$ cat src/rtl/dma_cfg_pkg.sv
// Package of offsets, field positions, reset values and FIFO figures for the DMA configuration.
`default_nettype none
package dma_cfg_pkg;
    // -----------------------------------------------------------------
    // Register offsets
    // -----------------------------------------------------------------
    localparam logic [4:0] OFS_REMOTE_START_LO = 5'h08;
    localparam logic [4:0] OFS_REMOTE_START_HI = 5'h09;
    localparam logic [4:0] OFS_DATA_PATH_CONFIG = 5'h0e;
    localparam logic [4:0] OFS_ENGINE_STATUS = 5'h10;
    localparam logic [4:0] OFS_CONFIG_READBACK = 5'h11;

    // -----------------------------------------------------------------
    // Field positions of data_path_config
    // -----------------------------------------------------------------
    localparam int BIT_WORD_TRANSFER = 0;
    localparam int BIT_BYTE_SWAP = 1;
    localparam int BIT_LONG_ADDRESS = 2;
    localparam int BIT_LOOPBACK_N = 3;
    localparam int BIT_AUTO_REMOTE = 4;
    localparam int BIT_FIFO_CODE_LO = 5;
    localparam int BIT_FIFO_CODE_HI = 6;
    localparam int CONFIG_USED_BITS = 7;

    // -----------------------------------------------------------------
    // Reset values
    // -----------------------------------------------------------------
    localparam logic [6:0] CONFIG_RESET = 7'h04;
    localparam logic [15:0] REMOTE_START_RESET = 16'h0000;

    // -----------------------------------------------------------------
    // FIFO figures, in bytes
    // -----------------------------------------------------------------
    localparam logic [4:0] FIFO_DEPTH_BYTES = 5'h10;
    localparam logic [4:0] RX_THR_CODE0 = 5'h02;
    localparam logic [4:0] RX_THR_CODE1 = 5'h04;
    localparam logic [4:0] RX_THR_CODE2 = 5'h08;
    localparam logic [4:0] RX_THR_CODE3 = 5'h0c;

    // -----------------------------------------------------------------
    // Bus request states
    // -----------------------------------------------------------------
    typedef enum logic [1:0] {
        ST_IDLE    = 2'b00,
        ST_REQUEST = 2'b01,
        ST_BURST   = 2'b11,
        ST_RELEASE = 2'b10
    } bus_state_type;
endpackage
`default_nettype wire

$ cat src/rtl/byte_lane_steer.sv
// Byte lane steering for the multiplexed address/data bus.
`default_nettype none
module byte_lane_steer (
    // Control
    input  wire logic        i_swap,
    // Data
    input  wire logic [15:0] i_data,
    output logic      [15:0] o_data
);
    assign o_data = i_swap ? {i_data[7:0], i_data[15:8]} : i_data;
endmodule // byte_lane_steer
`default_nettype wire

$ cat src/rtl/dma_data_configuration.sv
// Data path configuration and bus request control of the dual DMA channels.
//
// Behaviour
// - Reset sets long address mode high.
// - Bit 0 picks byte (0) or word (1) transfers for both DMA channels.
// - Word mode addresses up to 32k words with address bit zero low.
// - Bit 1 low puts MS byte on AD15-AD8; high swaps lanes.
// - Byte order bit is ignored while byte transfers are selected.
// - Bit 2 picks dual 16-bit (0) or single 32-bit (1) addressing.
// - Long address mode drives remote start address on A16-A31.
// - Bit 3 low selects loopback; transmit config must also be set.
// - Bit 4 high runs auto-remove via remote DMA; low ignores it.
// - Bits 5 and 6 set the receive level that raises bus request.
// - The threshold also sets the burst length.
// - Transmit threshold is 16 bytes minus the receive threshold.
//
// Strobed register access was decided locally.
`default_nettype none
module dma_data_configuration
    import dma_cfg_pkg::*;
(
    // Clock and reset
    input  wire logic        i_clk,
    input  wire logic        i_sys_rst,
    // Register port
    input  wire logic [4:0]  i_reg_addr,
    input  wire logic [7:0]  i_reg_wdata,
    input  wire logic        i_reg_wr,
    input  wire logic        i_reg_rd,
    output logic      [7:0]  o_reg_rdata,
    // FIFO and DMA engine side
    input  wire logic [4:0]  i_fifo_bytes,
    input  wire logic        i_rx_dir,
    input  wire logic        i_bus_ack,
    input  wire logic        i_xfer_done,
    input  wire logic        i_remote_cycle,
    input  wire logic [15:0] i_dma_addr,
    input  wire logic [15:0] i_dma_data,
    input  wire logic        i_remove_cmd,
    // System bus side
    output logic             o_bus_request_out,
    output logic      [31:0] o_sys_addr,
    output logic      [15:0] o_ad_data,
    // Mode outputs
    output logic             o_word_transfer_mode,
    output logic             o_long_address_mode,
    output logic             o_loopback_select_n,
    output logic             o_auto_remove_start
);
    // -----------------------------------------------------------------
    // Configuration registers
    // -----------------------------------------------------------------
    logic [6:0]  data_path_config;
    logic [6:0]  next_data_path_config;
    logic [15:0] remote_start_addr;
    logic [15:0] next_remote_start_addr;

    // Writes land one cycle after the strobe; the mode outputs follow a
    // cycle later still, so software sees the new width two cycles on.

    always_comb begin
        next_data_path_config = data_path_config;
        next_remote_start_addr = remote_start_addr;
        if (i_reg_wr) begin
            case (i_reg_addr)
                OFS_DATA_PATH_CONFIG: begin
                    // The top bit has no function and is dropped here.
                    next_data_path_config = i_reg_wdata[CONFIG_USED_BITS-1:0];
                end
                OFS_REMOTE_START_LO: begin
                    next_remote_start_addr[7:0] = i_reg_wdata;
                end
                OFS_REMOTE_START_HI: begin
                    next_remote_start_addr[15:8] = i_reg_wdata;
                end
                default: begin
                    next_data_path_config = data_path_config;
                end
            endcase
        end
    end

    always_ff @(posedge i_clk or posedge i_sys_rst) begin
        if (i_sys_rst) begin
            data_path_config <= CONFIG_RESET;
            remote_start_addr <= REMOTE_START_RESET;
        end else begin
            data_path_config <= next_data_path_config;
            remote_start_addr <= next_remote_start_addr;
        end
    end

    // -----------------------------------------------------------------
    // Field decode
    // -----------------------------------------------------------------
    logic       word_transfer_mode;
    logic       byte_swap_order;
    logic       long_address_mode;
    logic       loopback_select_n;
    logic       auto_remote_init;
    logic [1:0] fifo_level_code;
    logic       lane_swap;

    assign word_transfer_mode = data_path_config[BIT_WORD_TRANSFER];
    assign byte_swap_order = data_path_config[BIT_BYTE_SWAP];
    assign long_address_mode = data_path_config[BIT_LONG_ADDRESS];
    assign loopback_select_n = data_path_config[BIT_LOOPBACK_N];
    assign auto_remote_init = data_path_config[BIT_AUTO_REMOTE];
    // Auto-remove with swapped lanes is a software restriction; the block
    // does not police it, so a misuse drains the ring with crossed bytes.
    assign fifo_level_code = {data_path_config[BIT_FIFO_CODE_HI],
                              data_path_config[BIT_FIFO_CODE_LO]};
    // Lane order only matters when both bytes of a word travel together.
    assign lane_swap = word_transfer_mode & byte_swap_order;

    // -----------------------------------------------------------------
    // Threshold decode and lane steering
    // -----------------------------------------------------------------
    logic [4:0]  rx_thr_bytes;
    logic [4:0]  tx_thr_bytes;
    logic [4:0]  burst_units;
    logic [15:0] steered_data;

    fifo_threshold_map u_thr_map (
        .i_code         (fifo_level_code),
        .i_word_mode    (word_transfer_mode),
        .o_rx_thr_bytes (rx_thr_bytes),
        .o_tx_thr_bytes (tx_thr_bytes),
        .o_burst_units  (burst_units)
    );

    byte_lane_steer u_lane (
        .i_swap (lane_swap),
        .i_data (i_dma_data),
        .o_data (steered_data)
    );

    // -----------------------------------------------------------------
    // Bus request and burst control
    // -----------------------------------------------------------------
    bus_state_type bus_state;
    bus_state_type next_bus_state;
    logic [4:0]    burst_count;
    logic [4:0]    next_burst_count;
    logic [4:0]    burst_target;
    logic [4:0]    next_burst_target;
    logic          level_reached;

    // The transmit compare is inclusive: a FIFO holding exactly the
    // complement of the receive figure already has room for one burst.
    // Receive fills from the network; transmit requests once the local
    // DMA has room left for a whole burst.
    always_comb begin
        if (i_rx_dir) begin
            level_reached = (i_fifo_bytes >= rx_thr_bytes);
        end else begin
            level_reached = (i_fifo_bytes <= tx_thr_bytes);
        end
    end

    always_comb begin
        next_bus_state = bus_state;
        next_burst_count = burst_count;
        next_burst_target = burst_target;
        case (bus_state)
            ST_IDLE: begin
                next_burst_count = 5'h00;
                if (level_reached) begin
                    next_bus_state = ST_REQUEST;
                    // Burst length is frozen so a mid-burst write cannot cut it.
                    next_burst_target = burst_units;
                end
            end
            ST_REQUEST: begin
                if (i_bus_ack) begin
                    next_bus_state = ST_BURST;
                end
            end
            ST_BURST: begin
                if (i_xfer_done) begin
                    next_burst_count = burst_count + 5'h01;
                    if (burst_count + 5'h01 >= burst_target) begin
                        next_bus_state = ST_RELEASE;
                    end
                end
            end
            ST_RELEASE: begin
                // One quiet cycle lets the bus owner see the request drop
                // before the FIFO level is judged again.
                next_bus_state = ST_IDLE;
                next_burst_count = 5'h00;
            end
            default: begin
                next_bus_state = ST_IDLE;
                next_burst_count = 5'h00;
            end
        endcase
    end

    always_ff @(posedge i_clk or posedge i_sys_rst) begin
        if (i_sys_rst) begin
            bus_state <= ST_IDLE;
            burst_count <= 5'h00;
            burst_target <= 5'h00;
        end else begin
            bus_state <= next_bus_state;
            burst_count <= next_burst_count;
            burst_target <= next_burst_target;
        end
    end

    // -----------------------------------------------------------------
    // Bus outputs
    // -----------------------------------------------------------------
    logic        next_bus_request;
    logic [31:0] next_sys_addr;
    logic [15:0] next_ad_data;
    logic        next_auto_remove_start;

    always_comb begin
        next_bus_request = (next_bus_state == ST_REQUEST) ||
                           (next_bus_state == ST_BURST);
        next_sys_addr[15:0] = i_dma_addr;
        if (word_transfer_mode) begin
            // Byte address bit zero stays low, leaving 32k word addresses.
            next_sys_addr[0] = 1'b0;
        end
        if (long_address_mode) begin
            next_sys_addr[31:16] = remote_start_addr;
        end else begin
            next_sys_addr[31:16] = 16'h0000;
        end
        next_ad_data = steered_data;
        // Without the auto flag the command is dropped and software drains
        // the ring itself.
        next_auto_remove_start = i_remove_cmd & auto_remote_init;
    end

    always_ff @(posedge i_clk or posedge i_sys_rst) begin
        if (i_sys_rst) begin
            o_bus_request_out <= 1'b0;
            o_sys_addr <= 32'h00000000;
            o_ad_data <= 16'h0000;
            o_auto_remove_start <= 1'b0;
        end else begin
            o_bus_request_out <= next_bus_request;
            o_sys_addr <= next_sys_addr;
            o_ad_data <= next_ad_data;
            o_auto_remove_start <= next_auto_remove_start;
        end
    end

    // -----------------------------------------------------------------
    // Mode outputs
    // -----------------------------------------------------------------
    always_ff @(posedge i_clk or posedge i_sys_rst) begin
        if (i_sys_rst) begin
            o_word_transfer_mode <= CONFIG_RESET[BIT_WORD_TRANSFER];
            o_long_address_mode <= CONFIG_RESET[BIT_LONG_ADDRESS];
            o_loopback_select_n <= CONFIG_RESET[BIT_LOOPBACK_N];
        end else begin
            o_word_transfer_mode <= word_transfer_mode;
            o_long_address_mode <= long_address_mode;
            o_loopback_select_n <= loopback_select_n;
        end
    end

    // -----------------------------------------------------------------
    // Register read
    // -----------------------------------------------------------------
    logic [7:0] next_reg_rdata;
    logic [7:0] engine_status;

    // Read data stand for one cycle only and return to zero, so a late
    // sample by the host reads zero rather than stale contents.
    // The remote cycle flag tells software which channel holds the bus.
    assign engine_status = {1'b0, i_remote_cycle, burst_count[3:0],
                            bus_state == ST_BURST, o_bus_request_out};

    always_comb begin
        next_reg_rdata = 8'h00;
        if (i_reg_rd) begin
            case (i_reg_addr)
                OFS_REMOTE_START_LO: next_reg_rdata = remote_start_addr[7:0];
                OFS_REMOTE_START_HI: next_reg_rdata = remote_start_addr[15:8];
                OFS_ENGINE_STATUS:   next_reg_rdata = engine_status;
                OFS_CONFIG_READBACK: next_reg_rdata = {1'b0, data_path_config};
                // The configuration offset itself is write only.
                default:             next_reg_rdata = 8'h00;
            endcase
        end
    end

    always_ff @(posedge i_clk or posedge i_sys_rst) begin
        if (i_sys_rst) begin
            o_reg_rdata <= 8'h00;
        end else begin
            o_reg_rdata <= next_reg_rdata;
        end
    end
endmodule // dma_data_configuration
`default_nettype wire

$ cat src/rtl/fifo_threshold_map.sv
// Decoder from the FIFO level code to request thresholds and burst length.
`default_nettype none
module fifo_threshold_map
    import dma_cfg_pkg::*;
(
    // Configuration
    input  wire logic [1:0] i_code,
    input  wire logic       i_word_mode,
    // Decoded figures
    output logic      [4:0] o_rx_thr_bytes,
    output logic      [4:0] o_tx_thr_bytes,
    output logic      [4:0] o_burst_units
);
    always_comb begin
        case (i_code)
            2'b00:   o_rx_thr_bytes = RX_THR_CODE0;
            2'b01:   o_rx_thr_bytes = RX_THR_CODE1;
            2'b10:   o_rx_thr_bytes = RX_THR_CODE2;
            default: o_rx_thr_bytes = RX_THR_CODE3;
        endcase
    end

    // A word is two bytes, so the byte figure serves both widths.
    assign o_tx_thr_bytes = FIFO_DEPTH_BYTES - o_rx_thr_bytes;
    // Burst length counts bus transfers, which are words in word mode.
    assign o_burst_units = i_word_mode ? {1'b0, o_rx_thr_bytes[4:1]}
                                       : o_rx_thr_bytes;
endmodule // fifo_threshold_map
`default_nettype wire
$ cat config.mk
export PLATFORM = sky130hd
export DESIGN_NAME = dma_data_configuration
export DESIGN_NICKNAME = d
export VERILOG_FILES = /design/src/rtl/dma_cfg_pkg.sv /design/src/rtl/byte_lane_steer.sv /design/src/rtl/dma_data_configuration.sv /design/src/rtl/fifo_threshold_map.sv
export SDC_FILE = /design/constraint.sdc
export NUM_CORES = 1
export LEC_CHECK = 0
export BUFFER_PORTS_ARGS = -buffer_cell sky130_fd_sc_hd__buf_2
export CAP_MARGIN = 15
export CORE_MARGIN = 1.5
export CORE_UTILIZATION = 35
export CTS_CLUSTER_DIAMETER = 80
export DETAILED_ROUTE_END_ITERATION = 10
export SYNTH_ARGS = -nofsm -noshare
export SYNTH_HDL_FRONTEND = slang
export SYNTH_SLANG_ARGS = --single-unit
$ cat constraint.sdc
create_clock -name i_clk -period 3.5 [get_ports i_clk]
set_input_delay 0.7 -clock i_clk [delete_from_list [all_inputs] [get_ports i_clk]]
set_output_delay 0.7 -clock i_clk [all_outputs]
set_load 0.01 [all_outputs]
==> run summary <==
The run finished with clean final reports. The tools report the synthesized netlist cell count as 272. Across the whole layout, storage elements account for 2380 um2. The filler cells instantiated in the layout total 1006.

The logs give 4737 um2 for the final instance area and 1300 ps for the setup slack of the worst register-to-register path. The worst relative slew slack came out at 55.47%. The initial utilization of the core area, before any placement, comes to 36.25%.

For this block, the initial DRC count from the detailed router was 172. During placement, the flow inserted port buffers numbering 119. The number of distinct library cells after synthesis was 39; the areal power density over the cells was 558.7 nW/um2.

For this design, the sink count on the clock tree is 95. In this run switching power makes up 29.67% of total power. Along the worst path, the maximum fanout reaches 7. The path type of the worst setup path was flop to flop. The total detailed-routing wirelength is 8.018 mm. The worst register-to-register path ends at burst_target[2]. The internal portion of the total power is 1.861 mW. The logs give 0 for the number of buffers inserted for hold repair after clock tree synthesis and 0 for the buffer count from post-CTS setup fixing.

The tools report the source of the worst register-to-register timing path as data_path_config[5]. Prior to clock tree synthesis, the placed netlist has a worst setup slack of 1132 ps. Post-layout utilization of the core: 45.68%.

The run gives 0 as the final count of hold timing violations. The tools report the number of optimization iterations in the first detailed-route pass as 4. dfrtp_1 takes more of the synthesized area than any other cell. Dividing the final minimum period by the clock period gives 62.74%. At the end of routability-driven placement, the weighted congestion stood at 0.7432.

During synthesis, Yosys emitted a total of 0 warnings. The worst hold slack was 272.7 ps; the post-route setup TNS was 0 ps. The layout cell share with drive strength beyond 1 came out at 46.04%. Setup repair after global routing left no endpoint under its margin. The clock-pin slew on the worst setup and hold paths works out to 100 ps.

The footprint of the multi-input gates is 1311 um2. The count of cells in the finished layout, fillers not included, comes to 540. Summing all placed instances gives a cell area of 4514 um2. The most common cell after layout, fill and taps aside is buf_2.

The number of global-route vias before repair was 2665. The critical path required time was 3730 ps; the worst IR drop on VDD was 0.2583 mV. The clock network burns 27.7% of the power. After synthesis the netlist holds a flip-flop and latch count of 95. Setup slack after layout: 1304 ps.

The pin count of the biggest net entering global routing came out at 63. Timing would allow up to 455.4 MHz. Across the run, the number of max-cap violations was 0. The run gives 5.784 mm as the placed wire-length estimate. Total power for the finished layout comes to 2.646 mW. After synthesis the cells add up to 3759 um2. In this run the remaining antenna-violating nets after routing total 0. The worst setup path is launched from a flop.

For the worst flop-to-flop path, the logic depth is 8. All-layer global routing usage: 14.90%. Classification of the worst-slack hold path: input pin to async pin. The part of the total power dissipated in sequential elements was 52.7%. TritonCTS built the clock tree.

The I/O pin total was 120. The CTS H-tree depth was 3; the clock period minus worst slack was 2196 ps. Synthesized netlist net count: 342.

The logs give 10.68 ps for the worst setup skew after layout and 0.7851 mW for the net switching power figure. The run gives 523 as the instance count after placement with tap cells included. In this run the clock root is driven by a clkbuf_8.

Worst setup path startpoint: data_path_config[5]. Type of destination of the critical path: a flop. The initialized floorplan defines 37 standard-cell rows. From synthesis to final layout, the design area changed by 26.03%.

The width of the die was 106.6 um; the number of max-slew violations in the final report was 0. The vias per cell works out to 4.793. Global routing finished with a remaining overflow of 0.

The net count reported at finish is 469. Setup violations remaining at the end of the flow were counted as 0. The maximum clock path buffer count was 2.

The later pin in the worst-skew pair is clocked with a latency of 350 ps. The sequential share of the synthesized area was 63.32%. By area the synthesized netlist is led by dfrtp_1 62%, mux2_2 11%, ha_1 3.7%, and2_1 3.2%, a22oi_1 2.8%. The die covers 11370 um2. The clock buffer count from CTS is 9, and the fraction of power consumed by combinational cells is 19.6%. The first global-routing pass estimated 13.17 mm of wire. In the layout the commonest cells are 119 x buf_2, 93 x dfrtp_1, 37 x mux2_2, 19 x and2_1, 14 x a22oi_1. The detailed router placed 2588 vias in this run. The run gives 0 as the total inserted antenna cells. The number of antenna violations at the first check in global routing was 0; the synthesized area per cell was 13.82 um2. After clock tree synthesis, the repair step resized 0 gates. The routed length per placed instance was 14.85 um.

Slew at the pin closest to its max-slew limit: 666.3 ps. Summed over all cells, the static leakage comes to 2.375 nW. Area share of the leading cell type in the synthesized netlist: 61.92%. Data arrives at the worst endpoint at 2430 ps.

In the routed design, unresolved DRC markers number 0. From bottom edge to top edge, the die measures 106.6 um. The core region is 10370 um2.
-- sequential cells by signal, indices dropped and copies added, names as in the netlist --
signal	count
o_bus_request_out	1
burst_count	5
data_path_config	7
burst_target	4
remote_start_addr	16
o_long_address_mode	1
bus_state	2
o_auto_remove_start	1
o_word_transfer_mode	1
o_reg_rdata	8
o_loopback_select_n	1
o_sys_addr	32
o_ad_data	16
-- routing by layer --
metal,global-route usage (%),share of wire (%)
met5,0,0
met2,24.18,46
met3,3.161,6.8
met4,5.143,0.99
met1,19.80,46
-- cell families (layout without fill, tap and decap cells) --
family | count (synthesis) | after routing | synth area share [%]
buffers and inverters | 17 | 149 | 1.797
adder cells (fa/ha/maj) | 11 | 11 | 3.662
other | 1 | 1 | 0.09977
AO/OA/AOI/OAI | 41 | 41 | 7.224
AND/OR/NAND/NOR | 59 | 59 | 10.09
multiplexers | 42 | 42 | 12.42
flip-flops | 95 | 95 | 63.32
XOR/XNOR | 6 | 6 | 1.398
-- cells in the mapped netlist (all sizes together) --
master   n
or3      2
nand2b   3
nor3     3
a22oi   14
nor2     8
xor2     2
buf      3
o221a    1
nor2b    3
ha      11
dfstp    2
nor4     2
nand2    9
dfrtp   93
clkbuf   3
and3     1
a21boi   3
nand3    6
a21oi   10
o21a     1
a31oi    1
mux2    37
o21ai    7
or4      1
conb     1
o22a     2
and2    19
nor4b    1
nand4b   1
mux2i    5
o21bai   1
a32oi    1
inv     11
xnor2    4
-- how the worst max path moves through the flow --
stage	slack, ps	depth (start not counted)	end
after global placement	1150	7	burst_target[3]
final	1300	8	burst_target[2]
after CTS	1290	8	burst_target[2]
after global routing	1140	8	burst_target[0]
after detailed placement	1130	7	burst_target[2]
after floorplan	330	1	burst_count[0]
-- power by group through the flow --
stage          Combinational [mW]  Clock, mW  Sequential (mW)
4_1_cts                     0.526      0.755             1.40
3_3_place_gp                0.499          0             1.42
3_5_place_dp                0.522          0             1.42
6_report                    0.519      0.733             1.39
5_1_grt                     0.593      0.811             1.42
2_1_floorplan               0.329          0             1.40
-- worst max-delay path, cell delays in order (launching register included) --
cell     delay, ps
dfrtp_1        480
inv_1          110
nor2_1         120
ha_1           240
a21oi_1        150
nor2b_1         60
o221a_2        220
or4_1          530
mux2i_1        170
-- area by class of cell --
cell class | instances | area share [%]
sequential | 95 | 50.24
clock buffer | 9 | 2.615
clock inverter | 7 | 1.664
inverter | 11 | 0.8980
multi-input combinational | 160 | 27.68
tap | 136 | 3.592
timing repair buffer | 122 | 13.31
Power figures use the tool's default switching activity.
